**src/adcfe_pkg.sv**
```systemverilog
// Operation
// - mode bit 0 selects low-power; reset comes up in high-resolution mode
// - input select 000 pair one, 001 pair two, 010 short, 011 both, 100 cm test
// - gain select code k gives amplifier gain 2**k, from 1 up to 64
// - full-scale range is 2.5 V at code 000, halving per higher gain code
// - amplifier chopping on by default, stopped when chopper enable written 0
// - amplifier chopper runs at master clock divided by 128
// - modulator input chopper runs at master clock divided by 512
// - internal digital filter is shut down while bitstream output is enabled
// - first-stage stream is about 90/10 percent ones at full scale, half at zero
// - filter path select 00 enables bitstream output, turning the three pins to outputs
// - modulator clock is master clock over 4, or over 8 in low-power mode
package adcfe_pkg;
  // ==========================================================
  // register map
  localparam logic [7:0]  ADDR_CONFIG     = 8'h00;
  localparam logic [7:0]  ADDR_STATUS     = 8'h04;
  // config fields
  localparam int          CFG_MODE_BIT    = 0;
  localparam int          CFG_ROUTE_LSB   = 1;
  localparam int          CFG_GAIN_LSB    = 4;
  localparam int          CFG_CHOPPER_ENABLE_BIT    = 7;
  localparam int          CFG_FILT_LSB    = 8;
  localparam logic [9:0]  CFG_RESET       = 10'h281;
  localparam logic [1:0]  FILT_MODULATOR  = 2'h0;
  // status fields
  localparam int          ST_MODOUT_BIT   = 0;
  localparam int          ST_FILTON_BIT   = 1;
  localparam int          ST_PINS_LSB     = 2;
  localparam int          ST_CHOPA_BIT    = 5;
  localparam int          ST_CHOPM_BIT    = 6;
  // ==========================================================
  // input routes and switch set (s7..s1)
  localparam logic [2:0]  ROUTE_PAIR_ONE  = 3'h0;
  localparam logic [2:0]  ROUTE_PAIR_TWO  = 3'h1;
  localparam logic [2:0]  ROUTE_SHORT     = 3'h2;
  localparam logic [2:0]  ROUTE_BOTH      = 3'h3;
  localparam logic [2:0]  ROUTE_CM_TEST   = 3'h4;
  localparam logic [2:0]  GAIN_MAX_CODE   = 3'h6;
  // ==========================================================
  // clock divisions
  localparam int          AMP_CHOPPER_ENABLE_DIV    = 128;
  localparam int          MOD_CHOPPER_ENABLE_DIV    = 512;
  localparam int          MCLK_DIV_HR     = 4;
  localparam int          MCLK_DIV_LP     = 8;
  localparam int          DIV_W           = $clog2(MOD_CHOPPER_ENABLE_DIV);
  localparam int          AMP_PHASE_BIT   = $clog2(AMP_CHOPPER_ENABLE_DIV) - 1;
  localparam int          MOD_PHASE_BIT   = $clog2(MOD_CHOPPER_ENABLE_DIV) - 1;
  localparam int          HR_PHASE_BIT    = $clog2(MCLK_DIV_HR) - 1;
  localparam int          LP_PHASE_BIT    = $clog2(MCLK_DIV_LP) - 1;
  // axi responses
  localparam logic [1:0]  RESP_OKAY       = 2'h0;
  localparam logic [1:0]  RESP_SLVERR     = 2'h2;
endpackage

```
**src/adcfe_top.sv**
```systemverilog
`timescale 1ns/10ps
module adcfe_top #(
  parameter int ADDR_W = 8
) (
  input  wire logic                          clk_sys,
  input  wire logic                          nrst,
  // axi4-lite slave
  input  wire logic [ADDR_W-1:0]             s_axi_awaddr,
  input  wire logic                          s_axi_awvalid,
  output logic                               s_axi_awready,
  input  wire logic [31:0]                   s_axi_wdata,
  input  wire logic [3:0]                    s_axi_wstrb,
  input  wire logic                          s_axi_wvalid,
  output logic                               s_axi_wready,
  output logic [1:0]                         s_axi_bresp,
  output logic                               s_axi_bvalid,
  input  wire logic                          s_axi_bready,
  input  wire logic [ADDR_W-1:0]             s_axi_araddr,
  input  wire logic                          s_axi_arvalid,
  output logic                               s_axi_arready,
  output logic [31:0]                        s_axi_rdata,
  output logic [1:0]                         s_axi_rresp,
  output logic                               s_axi_rvalid,
  input  wire logic                          s_axi_rready,
  // analog modulator bits, same clock
  input  wire logic                          first_stage_bit,
  input  wire logic                          second_stage_bit,
  // front-end controls
  output logic                               low_power,
  output logic [6:0]                         route_switches,
  output logic [2:0]                         amp_gain_select,
  output logic [6:0]                         amp_gain,
  output logic                               amp_chopper_enable_clk,
  output logic                               mod_chopper_enable_clk,
  output logic                               digital_filter_en,
  // modulator pins, two-way
  input  wire logic                          mod_clk_in,
  output logic                               mod_clk_out,
  output logic                               mod_clk_oe,
  input  wire logic                          first_stage_bitstream_in,
  output logic                               first_stage_bitstream_out,
  output logic                               first_stage_bitstream_oe,
  input  wire logic                          second_stage_bitstream_in,
  output logic                               second_stage_bitstream_out,
  output logic                               second_stage_bitstream_oe
);
  import adcfe_pkg::*;

  // the register map needs byte offsets up to 4
  if (ADDR_W < 3) begin : g_addr_check
    $error("address too narrow for register map");
  end

  // ==========================================================
  // decode helpers
  // switch set per route; unused codes leave every switch open
  function automatic logic [6:0] route_decode(input logic [2:0] sel);
    logic [6:0] sw;
    sw = 7'h00;
    case (sel)
      ROUTE_PAIR_ONE: sw = 7'h11;
      ROUTE_PAIR_TWO: sw = 7'h22;
      ROUTE_SHORT:    sw = 7'h0c;
      ROUTE_BOTH:     sw = 7'h33;
      ROUTE_CM_TEST:  sw = 7'h60;
      default:        sw = 7'h00;
    endcase
    return sw;
  endfunction

  // gain is a power of two; code 111 is clamped to the top gain
  function automatic logic [6:0] gain_decode(input logic [2:0] code);
    logic [2:0] c;
    c = (code > GAIN_MAX_CODE) ? GAIN_MAX_CODE : code;
    return 7'h01 << c;
  endfunction

  // ==========================================================
  // register storage
  logic [9:0]        cfg;
  logic [DIV_W-1:0]  div_cnt;
  logic [2:0]        pin_s1, pin_s2, pin_s3;
  logic [2:0]        pin_val;
  logic [ADDR_W-1:0] aw_addr;
  logic              aw_held;
  logic [31:0]       w_data;
  logic [3:0]        w_strb;
  logic              w_held;

  wire       cfg_low_power = ~cfg[CFG_MODE_BIT];
  wire [2:0] cfg_route     = cfg[CFG_ROUTE_LSB +: 3];
  wire [2:0] cfg_gain      = cfg[CFG_GAIN_LSB +: 3];
  wire       cfg_chopper_enable      = cfg[CFG_CHOPPER_ENABLE_BIT];
  wire       cfg_modout    = cfg[CFG_FILT_LSB +: 2] == FILT_MODULATOR;

  // ==========================================================
  // axi write path: address and data taken in either order
  wire aw_take   = s_axi_awvalid && s_axi_awready;
  wire w_take    = s_axi_wvalid && s_axi_wready;
  wire aw_have   = aw_held || aw_take;
  wire w_have    = w_held || w_take;
  wire wr_fire   = aw_have && w_have && !s_axi_bvalid;
  wire [ADDR_W-1:0] wr_addr = aw_held ? aw_addr : s_axi_awaddr;
  wire [31:0] wr_data = w_held ? w_data : s_axi_wdata;
  wire [3:0]  wr_strb = w_held ? w_strb : s_axi_wstrb;
  wire wr_cfg    = wr_fire && (wr_addr == ADDR_W'(ADDR_CONFIG));
  wire wr_status = wr_fire && (wr_addr == ADDR_W'(ADDR_STATUS));
  wire [9:0] cfg_wmask = {{2{wr_strb[1]}}, {8{wr_strb[0]}}};
  wire [9:0] next_cfg  = (cfg & ~cfg_wmask) | (wr_data[9:0] & cfg_wmask);

  always_ff @(posedge clk_sys or negedge nrst) begin
    if (!nrst) begin
      aw_held       <= 1'b0;
      w_held        <= 1'b0;
      aw_addr       <= '0;
      w_data        <= 32'h0000_0000;
      w_strb        <= 4'h0;
      s_axi_awready <= 1'b0;
      s_axi_wready  <= 1'b0;
      s_axi_bvalid  <= 1'b0;
      s_axi_bresp   <= RESP_OKAY;
      cfg           <= CFG_RESET;
    end else begin
      if (aw_take) begin
        aw_addr <= s_axi_awaddr;
      end
      if (w_take) begin
        w_data <= s_axi_wdata;
        w_strb <= s_axi_wstrb;
      end
      aw_held       <= aw_have && !wr_fire;
      w_held        <= w_have && !wr_fire;
      s_axi_awready <= !(aw_have && !wr_fire) && !wr_fire && !s_axi_bvalid;
      s_axi_wready  <= !(w_have && !wr_fire) && !wr_fire && !s_axi_bvalid;
      if (wr_fire) begin
        s_axi_bvalid <= 1'b1;
        s_axi_bresp  <= (wr_cfg || wr_status) ? RESP_OKAY : RESP_SLVERR;
      end else if (s_axi_bready) begin
        s_axi_bvalid <= 1'b0;
      end
      if (wr_cfg) begin
        cfg <= next_cfg;
      end
    end
  end

  // ==========================================================
  // axi read path: one cycle from address to data
  wire [31:0] status_word = {25'h0, mod_chopper_enable_clk, amp_chopper_enable_clk, pin_val,
                             digital_filter_en, mod_clk_oe};
  wire rd_cfg    = s_axi_araddr == ADDR_W'(ADDR_CONFIG);
  wire rd_status = s_axi_araddr == ADDR_W'(ADDR_STATUS);
  wire [31:0] rd_word = rd_cfg ? {22'h0, cfg} : (rd_status ? status_word : 32'h0);
  wire ar_take   = s_axi_arvalid && s_axi_arready;

  always_ff @(posedge clk_sys or negedge nrst) begin
    if (!nrst) begin
      s_axi_arready <= 1'b0;
      s_axi_rvalid  <= 1'b0;
      s_axi_rdata   <= 32'h0000_0000;
      s_axi_rresp   <= RESP_OKAY;
    end else begin
      if (ar_take) begin
        s_axi_rvalid <= 1'b1;
        s_axi_rdata  <= rd_word;
        s_axi_rresp  <= (rd_cfg || rd_status) ? RESP_OKAY : RESP_SLVERR;
      end else if (s_axi_rready) begin
        s_axi_rvalid <= 1'b0;
      end
      s_axi_arready <= !ar_take && !(s_axi_rvalid && !s_axi_rready);
    end
  end

  // ==========================================================
  // master clock divider; one counter serves every division so all
  // derived clocks keep a fixed phase to each other
  wire next_mclk = cfg_low_power ? div_cnt[LP_PHASE_BIT]
                                 : div_cnt[HR_PHASE_BIT];
  wire mclk_rise = next_mclk && !mod_clk_out;

  always_ff @(posedge clk_sys or negedge nrst) begin
    if (!nrst) begin
      div_cnt      <= '0;
      amp_chopper_enable_clk <= 1'b0;
      mod_chopper_enable_clk <= 1'b0;
      mod_clk_out  <= 1'b0;
    end else begin
      div_cnt      <= div_cnt + 1'b1;
      // stopping the chopper parks the amp switches in one phase
      amp_chopper_enable_clk <= cfg_chopper_enable && div_cnt[AMP_PHASE_BIT];
      mod_chopper_enable_clk <= div_cnt[MOD_PHASE_BIT];
      mod_clk_out  <= next_mclk;
    end
  end

  // ==========================================================
  // bitstream output; bits change right after the clock rises, so the
  // far filter samples a settled value on the next rise
  always_ff @(posedge clk_sys or negedge nrst) begin
    if (!nrst) begin
      first_stage_bitstream_out  <= 1'b0;
      second_stage_bitstream_out <= 1'b0;
    end else if (mclk_rise) begin
      first_stage_bitstream_out  <= first_stage_bit;
      second_stage_bitstream_out <= second_stage_bit;
    end
  end

  // ==========================================================
  // front-end controls and pin directions
  always_ff @(posedge clk_sys or negedge nrst) begin
    if (!nrst) begin
      low_power                 <= 1'b0;
      route_switches            <= 7'h11;
      amp_gain_select           <= 3'h0;
      amp_gain                  <= 7'h01;
      digital_filter_en         <= 1'b1;
      mod_clk_oe                <= 1'b0;
      first_stage_bitstream_oe  <= 1'b0;
      second_stage_bitstream_oe <= 1'b0;
    end else begin
      low_power                 <= cfg_low_power;
      route_switches            <= route_decode(cfg_route);
      amp_gain_select           <= cfg_gain;
      amp_gain                  <= gain_decode(cfg_gain);
      digital_filter_en         <= !cfg_modout;
      mod_clk_oe                <= cfg_modout;
      first_stage_bitstream_oe  <= cfg_modout;
      second_stage_bitstream_oe <= cfg_modout;
    end
  end

  // ==========================================================
  // tied pin levels are only reported; three stages guard metastability,
  // and only the settled second and third stages are compared
  always_ff @(posedge clk_sys or negedge nrst) begin
    if (!nrst) begin
      pin_s1  <= 3'h0;
      pin_s2  <= 3'h0;
      pin_s3  <= 3'h0;
      pin_val <= 3'h0;
    end else begin
      pin_s1  <= {second_stage_bitstream_in, first_stage_bitstream_in, mod_clk_in};
      pin_s2  <= pin_s1;
      pin_s3  <= pin_s2;
      // per bit: take the level where stages agree, keep the old one otherwise
      pin_val <= (pin_s2 & pin_s3) | (pin_val & (pin_s2 | pin_s3));
    end
  end
endmodule

```
**config.mk**
```make
export PLATFORM = sky130hd
export DESIGN_NAME = adcfe_top
export DESIGN_NICKNAME = d
export VERILOG_FILES = /design/src/adcfe_pkg.sv /design/src/adcfe_top.sv
export SDC_FILE = /design/constraint.sdc
export NUM_CORES = 1
export LEC_CHECK = 0
export ABC_CLOCK_PERIOD_IN_PS = 2500
export BUFFER_PORTS_ARGS = -buffer_cell sky130_fd_sc_hd__buf_4
export CORE_MARGIN = 4
export CORE_UTILIZATION = 38
export DETAILED_ROUTE_END_ITERATION = 10
export GPL_ROUTABILITY_DRIVEN = 0
export GPL_TIMING_DRIVEN = 0
export PLACE_DENSITY_LB_ADDON = 0.15
export SLEW_MARGIN = 15
export SYNTH_ARGS = -nofsm -noshare
export SYNTH_HDL_FRONTEND = slang
export SYNTH_SLANG_ARGS = --single-unit
export TNS_END_PERCENT = 20
```
**constraint.sdc**
```tcl
create_clock -name clk_sys -period 2.5 [get_ports clk_sys]
set_input_delay 0.125 -clock clk_sys [delete_from_list [all_inputs] [get_ports clk_sys]]
set_output_delay 0.125 -clock clk_sys [all_outputs]
set_load 0.01 [all_outputs]
```
==> metrics <==
status=complete, no violations; post-route ant nets=0; number of flops mapped to enable cells by yosys=0; Max IR drop VDD=approximately 0.37 mV; CTS Buffer Depth=2; Remaining DRCs=0; TritonCTS clock tree=done; DIE AREA=0.0115 mm²; worst slack, placed=approximately 0.36 ns; largest cells by area after synthesis=dfrtp_1, mux2_2, buf_4; worst-path fanout max=8; area share of the leading cell type in the synthesized netlist=58.3%; leakage power figure=approximately 0.0024 µW; Logic pwr share=22.9%; count leader, synth=dfrtp_1; IO buf count=83; most frequent cells after synthesis=dfrtp_1, mux2_2, buf_4; DRT iter0 DRCs=87; DR WL/cell=12.6 µm; vias in the first global route=2,441; Crit Path Category=reg -> reg; final setup margin=0.400 ns; sequential area share after synthesis=62.5%; ANT cells=0; fin nets=491; clock share of power=26.3%; total CTS buffers=9; fmax=roughly 480 MHz; Starting Density=39.7%; H-tree Lvls=3; top_reg_cell synth=dfrtp_1; #FFs+latches synth=93; clk slew on worst S/H paths=roughly 0.090 ns; post-synth cell types=37; Least-Margin Pin Slew=0.809 ns; drt pass-1 iters=4; GRT Overall Usage=13.0%; CP required=2.74 ns; area grow syn2layout=36.1%; max-cap check violation count=0; Die H=107 µm; type of origin of the critical path=flip-flop; Rows=35; fin. max-slew vios=0; postcts setup bufs=0; switching power of the nets=1020 µW; unrepaired setup endpoints after global routing=no; PwrDens=~750 mW/mm²; first-pass GRT wire length=roughly 12,000 µm; final wirelength=roughly 7000 µm; share of power burned in registers=50.8%; layout cell share with drive strength beyond 1=42.2%; DP HPWL=4910 µm; switching part of the total power=26.9%; Synth Instances=roughly 280; setup violators final=0; clk_skew=around 0.0080 ns; met2 usage=20.9%; Pint=2770 µW; I/O Pins=132; Fin Setup TNS=0 ns; most crowded layer after global routing=met2; die width=107 µm; M1 GR Usage=between 10% and 20%; worst skew pair latency=0.35 ns; hold slack=0.0258 ns; data arrival time of the worst path=2.34 ns; Synth async-reset ratio=100%; Final Hold Fails=0; area leader, netlist=dfrtp_1; min Tclk post-route=2.10 ns; Slew HR=46.1%; CP endpoint kind=flip-flop; core box area=0.00942 mm²; period utilization=between 80% and 90%; root buf cell=clkbuf_8; Via density=4.41; Num Clock Sinks=93; Syn. warnings=0; largest net degree at the start of global routing=between 90 and 100; Vias=2,468; Mapped Area=0.00373 mm²; worst hold path type=in -> reg; initial antenna violation count=0; met3 Use GR=4.15%; global route overflow=0; syn_area_per_cell=13.2 µm²
## what timing repair did
action | in CTS | in global routing
resized for setup | 0 | 0
hold endpoints to repair | 26 | 87
hold buffers | 26 | 1
## per-stage QoR
| step | utilization, % | power (µW) | area [µm²] | cells |
|---|---|---|---|---|
| final | 54.0 | 3790 | 5080 | 560 |
| after global routing | 54.0 | 4030 | 5080 | 560 |
| after CTS | 53.8 | 3870 | 5070 | 559 |
| after detailed placement | 48.9 | 2810 | 4610 | 517 |
| after global placement | 48.9 | 2790 | 4610 | 517 |
| after floorplan | - | 2500 | 3820 | 305 |
## power groups by stage
| stage | sequential [µW] | combinational (µW) | clock (µW) |
|---|---|---|---|
| 4_1_cts | 1930 | 885 | 1050 |
| 5_1_grt | 1970 | 965 | 1100 |
| 3_3_place_gp | 1950 | 838 | 0 |
| 6_report | 1930 | 868 | 998 |
| 3_5_place_dp | 1960 | 852 | 0 |
| 2_1_floorplan | 1950 | 550 | 0 |
## worst max-delay path, stage by stage (launching register included)
cell and delay (ns):
dfrtp_1 0.47, nor4_1 0.32, a31oi_1 0.22, nor4_4 0.58
mux2_2 0.40
## metal layers
metal	wire [µm]	up-vias
met2	3390	72
li1	-	1200
met3	511	8
met1	3060	1188
met4	87	0
met5	0	-
## final timing paths
path,startpoint,endpoint,slack [ns],depth (start not counted)
setup reg to reg,aw_held$_DFF_PN0_,flip-flop,0.40,4
hold / removal,s_axi_awaddr[1],aw_addr[1]$_DFFE_PN0P_,0.03,2
hold reg to reg,pin_s1[0]$_DFF_PN0_,pin_s2[0]$_DFF_PN0_,0.35,0
min in group asynchronous,nrst,amp_gain_select[1]$_DFF_PN0_,0.41,2
max in group asynchronous,nrst,pin_s1[2]$_DFF_PN0_,1.54,2
setup / recovery,aw_held$_DFF_PN0_,flip-flop,0.40,4
## cell type report
type                            instances  area, µm²
Multi-Input combinational cell        170       1220
Tap cell                              129        161
Sequential cell                        93       2330
Fill cell                             846       4330
Timing Repair Buffer                  110        897
Clock inverter                          5       61.3
Inverter                                7       26.3
Buffer                                 35        238
Clock buffer                           11        141
## placed cells by master (no fill, tap or decap), types with 2 or more instances in the layout
master	count
and2_1	5
nor3b_1	5
xnor2_1	6
a21oi_1	3
dlygate4sd3_1	27
buf_4	110
or2_2	2
clkinvlp_4	3
clkbuf_1	7
o21ai_0	11
mux2i_1	3
xor2_1	2
nor4_1	3
mux2_2	43
inv_1	7
nand4_1	2
maj3_1	3
nor2_1	9
clkbuf_8	10
nor3_2	2
nor3_1	3
nand2_1	20
conb_1	24
nand3_1	3
nor2b_1	2
a22oi_1	8
dfstp_2	6
dfrtp_1	87
## cells by family (layout without fill, tap and decap cells)
group	Yosys count	after routing	share of synthesized area, %
AO/OA/AOI/OAI	25	25	4.09
XOR/XNOR	8	8	1.88
adder cells (fa/ha/maj)	4	4	1.14
buffers and inverters	42	168	7.07
flip-flops	93	93	62.5
multiplexers	46	46	13.8
other	1	24	0.100
AND/OR/NAND/NOR	63	63	9.45
(Power assumes the default switching activity.)
